===== src/verilog/dcl_pkg.sv =====
// Purpose: Shared constants and types for the direct-connect line interface.
// Assumes: Byte-wide registers on a plain strobe port with a 3-bit address.
// Notes:   Register field layouts and reset values live here; status and readback bit slots are placed in dcl_line_iface.
package dcl_pkg;

	// Register addresses on the plain register port.
	localparam int           DCL_ADDR_W       = 3;
	localparam logic [2:0]   DCL_ADDR_LOOP_ID = 3'h0;
	localparam logic [2:0]   DCL_ADDR_LINECTL = 3'h2;
	localparam logic [2:0]   DCL_ADDR_OPTION  = 3'h4;
	localparam logic [2:0]   DCL_ADDR_STATUS  = 3'h5;

	// Field positions inside the byte-wide registers.
	localparam int           DCL_LC_CONTROL_BIT   = 0;
	localparam int           DCL_LC_RTS_BIT       = 1;
	localparam int           DCL_LC_LOOP_A_BIT    = 7;
	localparam int           DCL_OPT_CTL_SEL_BIT  = 0;
	localparam int           DCL_OPT_CLK_SRC_BIT  = 1;
	localparam int           DCL_OPT_LOOP_B_BIT   = 6;
	localparam int           DCL_ID_LSB           = 2;

	// Reset values of the write-only registers.
	localparam logic [7:0]   DCL_LINECTL_RESET = 8'h00;
	localparam logic [7:0]   DCL_OPTION_RESET  = 8'h00;

	// Fixed status bits: bits 2 and 3 high, bits 4, 5 and 7 low.
	localparam logic [7:0]   DCL_STATUS_ONES   = 8'h0c;
	localparam logic [7:0]   DCL_STATUS_ZEROS  = 8'hb0;

	// Marking level of the outgoing send-data line.
	localparam logic         DCL_MARK          = 1'b1;

	// Read data shown outside the one answer cycle or for a hole in the map.
	localparam logic [7:0]   DCL_READ_IDLE     = 8'h00;

	// Period of the receive timing line in the bench, in nanoseconds.
	localparam int           DCL_LINK_PERIOD_NS = 200;

	// Line-control register fields, most significant first.
	typedef struct packed {
		logic       test_loop_a_write;
		logic [4:0] spare;
		logic       request_to_send_bit;
		logic       control_line_out;
	} dcl_linectl_t;

	// Option register fields, most significant first.
	typedef struct packed {
		logic       spare_hi;
		logic       test_loop_b_write;
		logic [3:0] spare_mid;
		logic       clk_src_copy;
		logic       control_interface_select;
	} dcl_option_t;

	// Incoming line levels after synchronisation.
	typedef struct packed {
		logic receive_timing_line;
		logic indicator_line;
		logic receive_data_line;
	} dcl_line_in_t;

endpackage


===== src/verilog/dcl_sync2.sv =====
// Purpose: Two-stage synchroniser for a group of asynchronous levels.
// Assumes: Inputs arrive from pins outside the SYS_CLK domain.
// Notes:   The first stage feeds only the second stage.
`timescale 1ns/1ps
module dcl_sync2
	import dcl_pkg::*;
#(
	parameter int WIDTH = 3
) (
	input  wire logic             clk,
	input  wire logic             rst_n,
	input  wire logic             ce,
	input  wire logic [WIDTH-1:0] async_in,
	output logic      [WIDTH-1:0] sync_out
);

	logic [WIDTH-1:0] meta_q;
	logic [WIDTH-1:0] meta_d;
	logic [WIDTH-1:0] sync_q;
	logic [WIDTH-1:0] sync_d;

	// Stages hold while the clock enable is low.
	always_comb begin
		meta_d = ce ? async_in : meta_q;
		sync_d = ce ? meta_q : sync_q;
	end

	// Both stages clear to zero under reset.
	always_ff @(posedge clk or negedge rst_n) begin
		if (!rst_n) begin
			meta_q <= '0;
			sync_q <= '0;
		end else begin
			meta_q <= meta_d;
			sync_q <= sync_d;
		end
	end

	assign sync_out = sync_q;

endmodule


===== src/verilog/dcl_line_iface.sv =====
// Purpose: Register bank and signal routing of the balanced-line
//          direct-connect line interface.
// Assumes: SYS_CLK at 40 MHz; line inputs are asynchronous and synchronised.
// Notes:   Registers sit on a plain strobe port; read data lasts one cycle.
//
// Notes on behaviour
// - Readback bits 0,1 mirror both test-loop bits.
// - Readback bits 2..7 carry interface identification code.
// - Control bit 0 drives outgoing control line.
// - Request-to-send reads back as clear-to-send.
// - Test loop A routes transmit data to receive.
// - During loop, send-data line held at mark (loop A only; the loop B bit moves no line).
// - Select one: status bit 0 shows indicator.
// - Select zero: status bit 0 follows control bit.
// - Status bits 2 and 3 read one.
// - Status bits 4, 5, 7 read zero.
// - Status bit 6 shows receive-data line level.
// - Option bit 1 is stored but ignored.
`timescale 1ns/1ps
module dcl_line_iface
	import dcl_pkg::*;
#(
	parameter logic [5:0] ID_CODE = 6'h2a // Arbitrary neutral identifier.
) (
	input  wire logic                  SYS_CLK,
	input  wire logic                  NRST,
	input  wire logic                  CE,
	input  wire logic [DCL_ADDR_W-1:0] ADDR,
	input  wire logic [7:0]            WDATA,
	input  wire logic                  WR,
	input  wire logic                  RD,
	output logic      [7:0]            RDATA,
	input  wire logic                  TX_DATA,
	input  wire logic                  TX_CLK,
	output logic                       RX_DATA,
	output logic                       RX_TIMING,
	output logic                       RX_TIMING_RISE,
	output logic                       SEND_DATA_LINE,
	output logic                       CONTROL_LINE_OUT,
	output logic                       TERMINAL_TIMING_LINE,
	input  wire logic                  RECEIVE_DATA_LINE,
	input  wire logic                  INDICATOR_LINE,
	input  wire logic                  RECEIVE_TIMING_LINE
);

	// Register state and its next values.
	dcl_linectl_t linectl_q;
	dcl_linectl_t linectl_d;
	dcl_option_t  option_q;
	dcl_option_t  option_d;
	logic [7:0]   rdata_q;
	logic [7:0]   rdata_d;

	// Line-side state and its next values.
	logic         send_q;
	logic         send_d;
	logic         rx_q;
	logic         rx_d;
	logic         ctl_out_q;
	logic         ctl_out_d;
	logic         tt_q;
	logic         tt_d;
	logic         rt_prev_q;
	logic         rt_prev_d;
	logic         rt_rise_q;
	logic         rt_rise_d;

	// Combinational views.
	dcl_line_in_t line_in;
	logic         loop_active;
	logic [7:0]   loop_id_view;
	logic [7:0]   status_view;

	// Every incoming line input crosses two flip-flops before any logic reads it.
	dcl_sync2 #(
		.WIDTH ($bits(dcl_line_in_t))
	) u_sync (
		.clk      (SYS_CLK),
		.rst_n    (NRST),
		.ce       (CE),
		.async_in ({RECEIVE_TIMING_LINE, INDICATOR_LINE, RECEIVE_DATA_LINE}),
		.sync_out (line_in)
	);

	assign loop_active = linectl_q.test_loop_a_write;

	// Readback: loop bits below, identifier above.  The adapter strips
	// the loop bits itself when it wants the bare identifier, so they are
	// always presented here.
	always_comb begin
		loop_id_view                = '0;
		loop_id_view[0]             = linectl_q.test_loop_a_write;
		loop_id_view[1]             = option_q.test_loop_b_write;
		loop_id_view[7:DCL_ID_LSB]  = ID_CODE;
	end

	// Status view is rebuilt every cycle from live lines and held bits.
	always_comb begin
		status_view    = DCL_STATUS_ONES;
		status_view    = status_view & ~DCL_STATUS_ZEROS;
		if (option_q.control_interface_select) begin
			status_view[0] = line_in.indicator_line;
		end else begin
			status_view[0] = linectl_q.control_line_out;
		end
		status_view[1] = linectl_q.request_to_send_bit;
		status_view[6] = line_in.receive_data_line;
	end

	// Register writes and the one-cycle read answer.  Writes to readback
	// or status addresses, and unmapped addresses, change nothing.
	always_comb begin
		linectl_d = linectl_q;
		option_d  = option_q;
		rdata_d   = DCL_READ_IDLE;
		if (CE) begin
			if (WR) begin
				case (ADDR)
					DCL_ADDR_LINECTL: begin
						linectl_d = dcl_linectl_t'(WDATA);
					end
					DCL_ADDR_OPTION: begin
						// The clock-source copy is kept but steers nothing.
						option_d = dcl_option_t'(WDATA);
					end
					default: begin
						linectl_d = linectl_q;
					end
				endcase
			end
			if (RD) begin
				case (ADDR)
					DCL_ADDR_LOOP_ID: rdata_d = loop_id_view;
					DCL_ADDR_STATUS:  rdata_d = status_view;
					default:          rdata_d = DCL_READ_IDLE;
				endcase
			end
		end else begin
			rdata_d = rdata_q;
		end
	end

	// Register state; the write-only registers hold until rewritten.
	always_ff @(posedge SYS_CLK or negedge NRST) begin
		if (!NRST) begin
			linectl_q <= dcl_linectl_t'(DCL_LINECTL_RESET);
			option_q  <= dcl_option_t'(DCL_OPTION_RESET);
			rdata_q   <= DCL_READ_IDLE;
		end else begin
			linectl_q <= linectl_d;
			option_q  <= option_d;
			rdata_q   <= rdata_d;
		end
	end

	// Line routing.  Loopback is taken at the driver input, so the far
	// end sees steady mark rather than the looped data.  Transmit clock
	// selection is the adapter's job; its chosen clock simply leaves as
	// terminal timing through one register, the same one-cycle delay as the data.
	always_comb begin
		send_d    = send_q;
		rx_d      = rx_q;
		ctl_out_d = ctl_out_q;
		tt_d      = tt_q;
		rt_prev_d = rt_prev_q;
		rt_rise_d = 1'b0;
		if (CE) begin
			ctl_out_d = linectl_q.control_line_out;
			tt_d      = TX_CLK;
			if (loop_active) begin
				send_d = DCL_MARK;
				rx_d   = TX_DATA;
			end else begin
				send_d = TX_DATA;
				rx_d   = line_in.receive_data_line;
			end
			rt_prev_d = line_in.receive_timing_line;
			rt_rise_d = line_in.receive_timing_line & ~rt_prev_q;
		end
	end

	// Line-side registers; the send line idles at mark out of reset.
	always_ff @(posedge SYS_CLK or negedge NRST) begin
		if (!NRST) begin
			send_q    <= DCL_MARK;
			rx_q      <= DCL_MARK;
			ctl_out_q <= 1'b0;
			tt_q      <= 1'b0;
			rt_prev_q <= 1'b0;
			rt_rise_q <= 1'b0;
		end else begin
			send_q    <= send_d;
			rx_q      <= rx_d;
			ctl_out_q <= ctl_out_d;
			tt_q      <= tt_d;
			rt_prev_q <= rt_prev_d;
			rt_rise_q <= rt_rise_d;
		end
	end

	// All outputs come straight from flip-flops.
	assign RDATA                = rdata_q;
	assign RX_DATA              = rx_q;
	assign RX_TIMING            = rt_prev_q;
	assign RX_TIMING_RISE       = rt_rise_q;
	assign SEND_DATA_LINE       = send_q;
	assign CONTROL_LINE_OUT     = ctl_out_q;
	assign TERMINAL_TIMING_LINE = tt_q;

endmodule


===== config.mk =====
export PLATFORM = sky130hd
export DESIGN_NAME = dcl_line_iface
export DESIGN_NICKNAME = d
export VERILOG_FILES = /design/src/verilog/dcl_pkg.sv /design/src/verilog/dcl_sync2.sv /design/src/verilog/dcl_line_iface.sv
export SDC_FILE = /design/constraint.sdc
export NUM_CORES = 1
export LEC_CHECK = 0
export ABC_AREA = 0
export BUFFER_PORTS_ARGS = -buffer_cell sky130_fd_sc_hd__buf_2
export CAP_MARGIN = 40
export CELL_PAD_IN_SITES_DETAIL_PLACEMENT = 1
export CELL_PAD_IN_SITES_GLOBAL_PLACEMENT = 2
export CORE_MARGIN = 5
export CORE_UTILIZATION = 29
export CTS_CLUSTER_SIZE = 10
export DETAILED_ROUTE_END_ITERATION = 8
export GPL_ROUTABILITY_DRIVEN = 0
export HOLD_SLACK_MARGIN = 0.05
export MAX_ROUTING_LAYER = met4
export PLACE_DENSITY = 0.75
export SETUP_SLACK_MARGIN = 0.4
export SKIP_LAST_GASP = 1
export SLEW_MARGIN = 25
export SYNTH_ARGS = -nofsm -noshare
export SYNTH_HDL_FRONTEND = slang
export SYNTH_SLANG_ARGS = --single-unit

===== constraint.sdc =====
create_clock -name SYS_CLK -period 1.2 [get_ports SYS_CLK]
set_clock_uncertainty 0.1 [all_clocks]
set_input_delay 0 -clock SYS_CLK [delete_from_list [all_inputs] [get_ports SYS_CLK]]
set_output_delay 0 -clock SYS_CLK [all_outputs]
set_load 0.005 [all_outputs]

==> flow_summary.json, run 1 <==
{
  "wl_per_cell_um": 12.3,
  "grt.overflow.total": 0,
  "ys_ff_latch": 23,
  "hpwl_mm": 1.47,
  "synthesis.nets": 95,
  "synth_area_leaders": "dfrtp_1, mux2_2, dfstp_2",
  "grt_max_degree": 24,
  "dieArea_mm2": 0.00449,
  "drv_cap": 0,
  "cts_buffers": 3,
  "core_area_mm2": 0.00308,
  "syn_area_per_cell_um2": 12.7,
  "drt-total-wl_mm": 2.02,
  "drt_first_pass_iters": 2,
  "setup_viol_count_final": 0,
  "period_share_pct": 87.8,
  "netlist.area_leader.share_pct": 55.8,
  "rows": 20,
  "synthArstFlopShare_pct": 100,
  "crit_buf_inv": 1,
  "start_util_pct": 30.6,
  "crit_type": "reg2out",
  "rsz0062_at_grt": "yes",
  "whs_ns": -0.0502,
  "setup_tns_ns": 0,
  "synth-edff-count": 0,
  "die_height_um": 67,
  "path_cells": "buf_2",
  "ir_worst_vdd_mv": 0.730,
  "static-leakage-power_uw": 0.000656,
  "grt_pass1_vias": 732,
  "fin_area_mm2": 0.00134,
  "netlist_area_um2": 942,
  "cts_buffer_depth": 2,
  "syn2layout_area_growth_pct": 41.7,
  "synthDistinctLibCells": 24,
  "grt_pass1_wl_mm": 3.44,
  "io_pins": 35,
  "cp-end-kind": "output pin",
  "drt_iter0_markers": 17,
  "critPathArrivalTime_ns": 0.95,
  "drtAntennaViolNets": 0,
  "crit_path_start_kind": "flip-flop",
  "ys.warnings.count": 0,
  "synth_flop_cell": "dfrtp_1",
  "worstMarginPinSlew_ns": 0.508,
  "synth_commonest_cells": "dfrtp_1, mux2_2, inv_1",
  "cts_root_buffer": "clkbuf_4",
  "synth_area_leader_cell": "dfrtp_1",
  "max_freq_mhz": 949,
  "vias": 713,
  "route.detailed.drc": 0,
  "hold_viol": 4,
  "cp_top_family": "flip-flops",
  "die_w_um": 67,
  "n_antenna_cell": 0,
  "clock-sinks": 23,
  "htreeDepth": 1,
  "finalMaxSlewViolations": 0,
  "clkTransAtPathRegs_ns": 0.12,
  "nets": 142,
  "relSlewSlack_pct": 66.1,
  "viasPerCell": 4.35,
  "drive_gt1_share_pct": 49.2,
  "required_ns": 1.10,
  "yosysSeqAreaShare_pct": 61.4,
  "antenna_found_initial": 0,
  "min_period_ns": 1.05,
  "hold_class": "in2reg",
  "nFillCells": 342,
  "place_area_mm2": 0.00113,
  "yosysMostFrequentCell": "dfrtp_1",
  "worstPathMaxFanout": 2,
  "power_density_mw_per_mm2": 1200,
  "slowest_delay_ns": 0.55,
  "clk_latency_ns": 0.30,
  "synth_cells": 74,
  "io_buffers": 29,
  "tritoncts": "built",
  "violations": "negative hold slack",
  "status": "finished, violations left",
  "gr-usage-all-layers_pct": 10.4,
  "crit_slowest_cell": "dfstp_2"
}
## area by class of cell
cell class	count	area (um^2)	share of cell area [%]
timing repair buffer	46	308	23.1
inverter	7	28.8	2.16
clock buffer	4	26.3	1.97
tap	44	55.1	4.12
multi-input combinational	40	339	25.4
sequential	23	578	43.3
## cells by family after synthesis
group	count (synthesis)	share of synthesized area, %
AOI/OAI and AO/OA	8	5.18
buffers and inverters	11	5.31
DFF	23	61.4
muxes	15	17.7
other	1	0.398
and+or+nand+nor	16	10.1
## routing by layer
metal	global-route usage [%]	up-vias	wire length, um
met2	17.5	18	1020
met5	-	-	0
met3	3.04	2	116
met4	2.28	0	11
met1	12.3	347	869
li1	-	346	-
## timing repair
item | 4_1_cts | 5_1_grt
hold endpoints to repair | 40 | 8
hold buffers | 9 | 2
gates resized for setup | 3 | 11
setup buffers | 1 | 3
gates cloned | 0 | 0
endpoints found under the setup margin | 30 | 35
pin swaps | 2 | 0
## per-stage QoR
stage          hold slack, ns  utilization (%)  setup WS, ns  instances  power [uW]
6_report              -0.0502             43.4         0.147        164        1610
5_1_grt               -0.0306             43.4        0.0942        164        1730
4_1_cts                -0.162             41.2         0.131        159        1630
3_5_place_dp          -0.0976             36.8        0.0301        145        1220
3_3_place_gp          -0.0983             36.8        0.0498        145        1200
2_1_floorplan          -0.396                -         0.178         74        1090
## sequential cells by signal, summed over array words and instances (netlist names)
| name | flops |
|---|---|
| RDATA | 6 |
| RX_TIMING | 1 |
| linectl_q | 2 |
| SEND_DATA_LINE | 1 |
| TERMINAL_TIMING_LINE | 1 |
| u_sync.meta_q | 3 |
| u_sync.sync_out | 3 |
| CONTROL_LINE_OUT | 1 |
| loop_id_view | 1 |
| loop_active | 1 |
| RX_TIMING_RISE | 1 |
| RX_DATA | 1 |
| option_q | 1 |
## path summary, 6_finish.rpt
check,startpoint,endpoint,slack [ns],cells after the start
setup / recovery,RX_DATA$_DFFE_PN1P_,RX_DATA,0.15,1
max in group asynchronous,NRST,RX_DATA$_DFFE_PN1P_,0.56,2
min in group asynchronous,NRST,linectl_q[0]$_DFFE_PN0P_,0.08,2
setup reg to reg,loop_active$_DFFE_PN0P_,loop_active$_DFFE_PN0P_,0.27,1
hold reg to reg,u_sync.meta_q[0]$_DFFE_PN0P_,u_sync.sync_out[0]$_DFFE_PN0P_,0.40,2
hold / removal,ADDR[1],RDATA[5]$_DFFE_PN0P_,-0.05,4
## placed cells by master, fill, tap and decap left out
master,netlist,final
nand3_1,2,2
clkbuf_1,1,1
nand2b_1,1,1
dfrtp_1,21,21
inv_4,0,1
o21ai_2,0,1
nor2_1,4,4
conb_1,1,1
buf_2,1,29
and3_1,1,1
inv_1,7,4
nand4_1,3,3
a21oi_1,2,2
inv_2,0,2
nand2_1,1,1
buf_6,0,2
o21ai_0,3,1
nor2b_1,1,1
and2b_4,1,1
mux2_2,10,9
buf_4,2,4
dfstp_2,2,2
o22ai_2,0,1
o21ai_1,0,1
mux2_4,0,4
dlygate4sd3_1,0,11
mux2i_1,2,2
clkbuf_4,0,3
and4b_1,1,1
o221ai_1,2,2
and3b_1,1,1
## power by group
| group | total, uW | internal [uW] | switching [uW] |
|---|---|---|---|
| clock | 347 | 129 | 217 |
| combinational | 310 | 193 | 116 |
| sequential | 951 | 885 | 66.1 |
Power figures use the tool's default switching activity.
==> run 2: changes to the inputs <==
==> constraint.sdc (replaced) <==
create_clock -name SYS_CLK -period 1.1 [get_ports SYS_CLK]
set_clock_uncertainty 0.1 [all_clocks]
set_input_delay 0 -clock SYS_CLK [delete_from_list [all_inputs] [get_ports SYS_CLK]]
set_output_delay 0 -clock SYS_CLK [all_outputs]
set_load 0.005 [all_outputs]
==> run 2 against run 1 <==
Net effect:
- the flow still finishes with violations (negative hold slack)
- global-route usage hardly changed
- clock-buffer cell count down 1
- largest cell class unchanged
- non-clock buffer count fell by 9
- critical endpoint unchanged
- sequential share of layout area up 1.2 points
- first-iteration DRC count grew 41%
- via count shrank 2.9%
- final cell count fell by 5.5%
- hold slack worse by 0.14 ns
- highest routed layer unchanged
- power rose by 10%
- core utilization down 1.1 points
- sequential cell count is the same
- critical path type unchanged
- clock power is 12% higher
==> flow_summary.json, run 2 (same netlist as run 1, synthesis figures left out) <==
{
  "rr_startpoint": "option_q[0]$_DFFE_PN0P_",
  "viasPerCell": 4.46,
  "reg2reg_setup_slack_ns": 0.16,
  "hold_viol": 18,
  "static-leakage-power_uw": 0.000649,
  "r2r-end": "RDATA[0]$_DFFE_PN0P_",
  "path_cells": "buf_2",
  "gr-usage-all-layers_pct": 10.4,
  "largest_reg_flops": 6,
  "required_ns": 1.00,
  "max_freq_mhz": 947,
  "setup_tns_ns": 0,
  "power_density_mw_per_mm2": 1360,
  "holdPathStages": 2,
  "violations": "negative hold slack",
  "clk_latency_ns": 0.31,
  "hpwl_mm": 1.41,
  "worstPathMaxFanout": 2,
  "n_antenna_cell": 0,
  "drt_first_pass_iters": 2,
  "grt_pass1_wl_mm": 3.42,
  "tritoncts": "built",
  "cts_buffers": 3,
  "io_pins": 35,
  "ir_worst_vdd_mv": 0.921,
  "crit_buf_inv": 1,
  "wl_per_cell_um": 12.8,
  "dieArea_mm2": 0.00449,
  "io_buffers": 29,
  "critPathArrivalTime_ns": 0.96,
  "crit_slowest_cell": "dfstp_2",
  "antenna_found_initial": 0,
  "nets": 133,
  "syn2layout_area_growth_pct": 38.1,
  "place_area_mm2": 0.00115,
  "mostFrequentLayoutCells": "buf_2, dfrtp_1, mux2_2, mux2_4, inv_2",
  "clkTransAtPathRegs_ns": 0.12,
  "vias": 692,
  "cts_root_buffer": "clkbuf_4",
  "cp_top_family": "flip-flops",
  "crit_start": "RX_DATA$_DFFE_PN1P_",
  "cts.hold.buffers_added": 2,
  "finalPower_uw": 1780,
  "rsz0062_at_grt": "yes",
  "grt.overflow.total": 0,
  "setup_viol_count_final": 0,
  "core_area_mm2": 0.00308,
  "cp-end-kind": "output pin",
  "min_from": "RECEIVE_TIMING_LINE",
  "crit_type": "reg2out",
  "grt_pass1_vias": 772,
  "post-place-ws_ns": -0.0642,
  "fin_area_mm2": 0.00130,
  "layout_commonest_cell": "buf_2",
  "drt-total-wl_mm": 1.98,
  "die_w_um": 67,
  "drtAntennaViolNets": 0,
  "crit_path_start_kind": "flip-flop",
  "clock-sinks": 23,
  "drv_cap": 0,
  "worst-r2r-cell-count": 2,
  "min_period_ns": 1.06,
  "slowest_delay_ns": 0.55,
  "nFillCells": 341,
  "hold_class": "in2reg",
  "drt_iter0_markers": 24,
  "fin_ws_ns": 0.0435,
  "cts_buffer_depth": 2,
  "grt_max_degree": 24,
  "start_util_pct": 30.6,
  "whs_endpoint": "u_sync.meta_q[2]$_DFFE_PN0P_",
  "period_share_pct": 96.0,
  "finalMaxSlewViolations": 0,
  "die_height_um": 67,
  "route.detailed.drc": 0,
  "htreeDepth": 1,
  "status": "finished, violations left",
  "rows": 20,
  "drive_gt1_share_pct": 61.3,
  "whs_ns": -0.188
}
-- run 2: layout make-up --
class	count	area, um^2	area share [%]
clock buffers	3	22.5	1.73
clock inverters	1	5.00	0.385
inverters	7	26.3	2.02
multi-input cells	40	373	28.7
flip-flops and latches	23	579	44.5
well taps	44	55.1	4.23
repair buffers	37	240	18.5
-- run 2: what timing repair did --
| action | in CTS | in global routing |
|---|---|---|
| endpoints found under the setup margin | 36 | 59 |
| buffers inserted | 1 | 3 |
| gates resized for setup | 6 | 19 |
| endpoints found under the hold margin | 45 | 18 |
| pin swaps | 2 | 1 |
| gates cloned | 0 | 0 |
-- run 2: worst max path at each step --
stage                               endpoint  slack, ns  cells after the start
detailed placement  linectl_q[1]$_DFFE_PN0P_      -0.06                      4
floorplan           linectl_q[0]$_DFFE_PN0P_       0.08                      3
finish                               RX_DATA       0.04                      1
global route                         RX_DATA      -0.02                      1
global placement     loop_active$_DFFE_PN0P_      -0.04                      4
CTS                           SEND_DATA_LINE       0.02                      1
-- run 2: worst register-to-register path, stage by stage, from the launching register on --
cell	delay, ns
dfrtp_1	0.38
mux2i_1	0.22
o221ai_1	0.12
-- run 2: per-stage QoR --
| step | utilization (%) | cells |
|---|---|---|
| finish | 42.3 | 155 |
| global route | 42.3 | 155 |
| CTS | 39.5 | 152 |
| detailed placement | 37.2 | 145 |
| global placement | 37.2 | 145 |
| floorplan | - | 74 |
-- run 2: layer usage --
layer	track usage (%)	part of all wire, %
met5	-	0
met4	3.04	0.56
met3	3.88	6.9
met2	16.9	49
met1	12.0	43
-- run 2: power breakdown --
part	total [uW]	leakage, uW	internal, uW	switching [uW]
combinational	346	0.000348	213	132
clock	389	0.0000177	136	253
sequential	1040	0.000284	968	73.4
total	1780	0.000649	1320	459
==> run 3: changes to the inputs <==
--- a/config.mk
+++ b/config.mk
@@ -10,7 +10,6 @@
 export CAP_MARGIN = 40
 export CELL_PAD_IN_SITES_DETAIL_PLACEMENT = 1
 export CELL_PAD_IN_SITES_GLOBAL_PLACEMENT = 2
-export CORE_MARGIN = 5
 export CORE_UTILIZATION = 29
 export CTS_CLUSTER_SIZE = 10
 export DETAILED_ROUTE_END_ITERATION = 8
==> run 3 against run 2 <==
Net effect:
- the run still ends with negative hold slack left
- first-iteration DRC count decreased by 54%
- critical path depth unchanged
- die area decreased by 22%
- critical endpoint is now SEND_DATA_LINE
- global-route usage increased by 3.0 points
- sequential share of layout area increased by 2.2 points
- hold slack got worse by 0.29 ns
- core utilization decreased by 2.0 points
- non-clock buffer count decreased by 2
- critical path type unchanged
- clock-buffer cell count increased by 1
- power decreased by 0.90%
- sequential power about the same
- design area decreased by 4.6%
==> flow_summary.json, run 3 (same netlist as run 1, synthesis figures left out) <==
{
  "status": "finished, violations left",
  "violations": "negative hold slack",
  "fin_cells": 153,
  "gr-usage-all-layers_pct": 13.5,
  "clock-sinks": 23,
  "nFillCells": 356,
  "rows": 20,
  "drive_gt1_share_pct": 56.9,
  "dp_cells": 146,
  "crit_slowest_cell": "dfstp_2",
  "clkTransAtPathRegs_ns": 0.13,
  "max_freq_mhz": 931,
  "clk_latency_ns": 0.31,
  "drtAntennaViolNets": 0,
  "syn2layout_area_growth_pct": 31.7,
  "die_w_um": 59,
  "finalPower_uw": 1760,
  "fin_ws_ns": 0.0258,
  "crit_path_start_kind": "flip-flop",
  "period_share_pct": 97.7,
  "min_period_ns": 1.07,
  "whs_ns": -0.475,
  "cts_buffers": 3,
  "die_height_um": 59,
  "drt_iter0_markers": 11,
  "place_area_mm2": 0.00114,
  "dieArea_mm2": 0.00348,
  "worstPathMaxFanout": 2,
  "setup_viol_count_final": 0,
  "fin_area_mm2": 0.00124,
  "mostFrequentLayoutCells": "buf_2, dfrtp_1, mux2_2, inv_1",
  "critPathArrivalTime_ns": 0.97,
  "cp_num_cells": 1,
  "hold_class": "in2async",
  "cts_buffer_depth": 2,
  "layout_commonest_cell": "buf_2",
  "route.detailed.drc": 0,
  "path_cells": "buf_2",
  "drt_first_pass_iters": 3,
  "worst-r2r-cell-count": 2,
  "n_antenna_cell": 0,
  "start_util_pct": 30.6,
  "ir_worst_vdd_mv": 0.901,
  "cp-end-kind": "output pin",
  "crit_buf_inv": 1,
  "cts.hold.buffers_added": 1,
  "grt.overflow.total": 0,
  "rsz0062_at_grt": "yes",
  "viasPerCell": 4.46,
  "static-leakage-power_uw": 0.000609,
  "largest_reg_flops": 6,
  "slowest_delay_ns": 0.55,
  "antenna_found_initial": 0,
  "drt-total-wl_mm": 1.88,
  "grt_pass1_wl_mm": 3.24,
  "drv_cap": 0,
  "tritoncts": "built",
  "post-place-ws_ns": -0.0730,
  "vias": 682,
  "grt_max_degree": 24,
  "io_buffers": 29,
  "required_ns": 1.00,
  "nets": 131,
  "crit_type": "reg2out",
  "cts_root_buffer": "clkbuf_4",
  "wl_per_cell_um": 12.3,
  "htreeDepth": 1,
  "core_area_mm2": 0.00308,
  "hpwl_mm": 1.40,
  "finalMaxSlewViolations": 0,
  "io_pins": 35,
  "cp_top_family": "flip-flops",
  "power_density_mw_per_mm2": 1420,
  "grt_pass1_vias": 722,
  "hold_viol": 37
}
==> run 3: per-layer routing <==
layer	up-vias	routed length, um	track usage [%]
met5	-	0	-
met4	0	31	6.12
met3	5	91	4.59
met2	17	999	21.9
met1	338	758	14.9
li1	322	-	-
==> run 3: layout make-up <==
type | count | area, um^2 | area share, %
clock buffers | 4 | 26.3 | 2.12
inverters | 7 | 26.3 | 2.12
multi-input cells | 40 | 352 | 28.3
flip-flops and latches | 23 | 579 | 46.7
well taps | 44 | 55.1 | 4.44
repair buffers | 35 | 203 | 16.3
==> run 3: stage by stage <==
stage	util, %	setup TNS [ns]
6_report	40.3	0
5_1_grt	40.3	-0.0356
4_1_cts	39.5	0
3_5_place_dp	37.1	-0.231
3_3_place_gp	37.1	-0.119
2_1_floorplan	-	0
==> run 3: worst paths after layout <==
check	start	endpoint	slack, ns
max	SEND_DATA_LINE$_DFFE_PN1P_	SEND_DATA_LINE	0.03
min	NRST	RDATA[5]$_DFFE_PN0P_	-0.47
max reg2reg	linectl_q[0]$_DFFE_PN0P_	RDATA[0]$_DFFE_PN0P_	0.14
min reg2reg	SEND_DATA_LINE$_DFFE_PN1P_	SEND_DATA_LINE$_DFFE_PN1P_	0.40
max in group asynchronous	NRST	loop_active$_DFFE_PN0P_	1.00
min in group SYS_CLK	RECEIVE_DATA_LINE	u_sync.meta_q[0]$_DFFE_PN0P_	-0.19
==> run 3: what timing repair did <==
item	4_1_cts	5_1_grt
resized for setup	10	6
endpoints found under the hold margin	40	38
pin swaps	1	0
setup buffers	2	0
setup endpoints to repair	36	36
==> run 3: power by group <==
part	internal, uW	switching (uW)
clock network	142	248
registers	968	77.1
logic	199	126
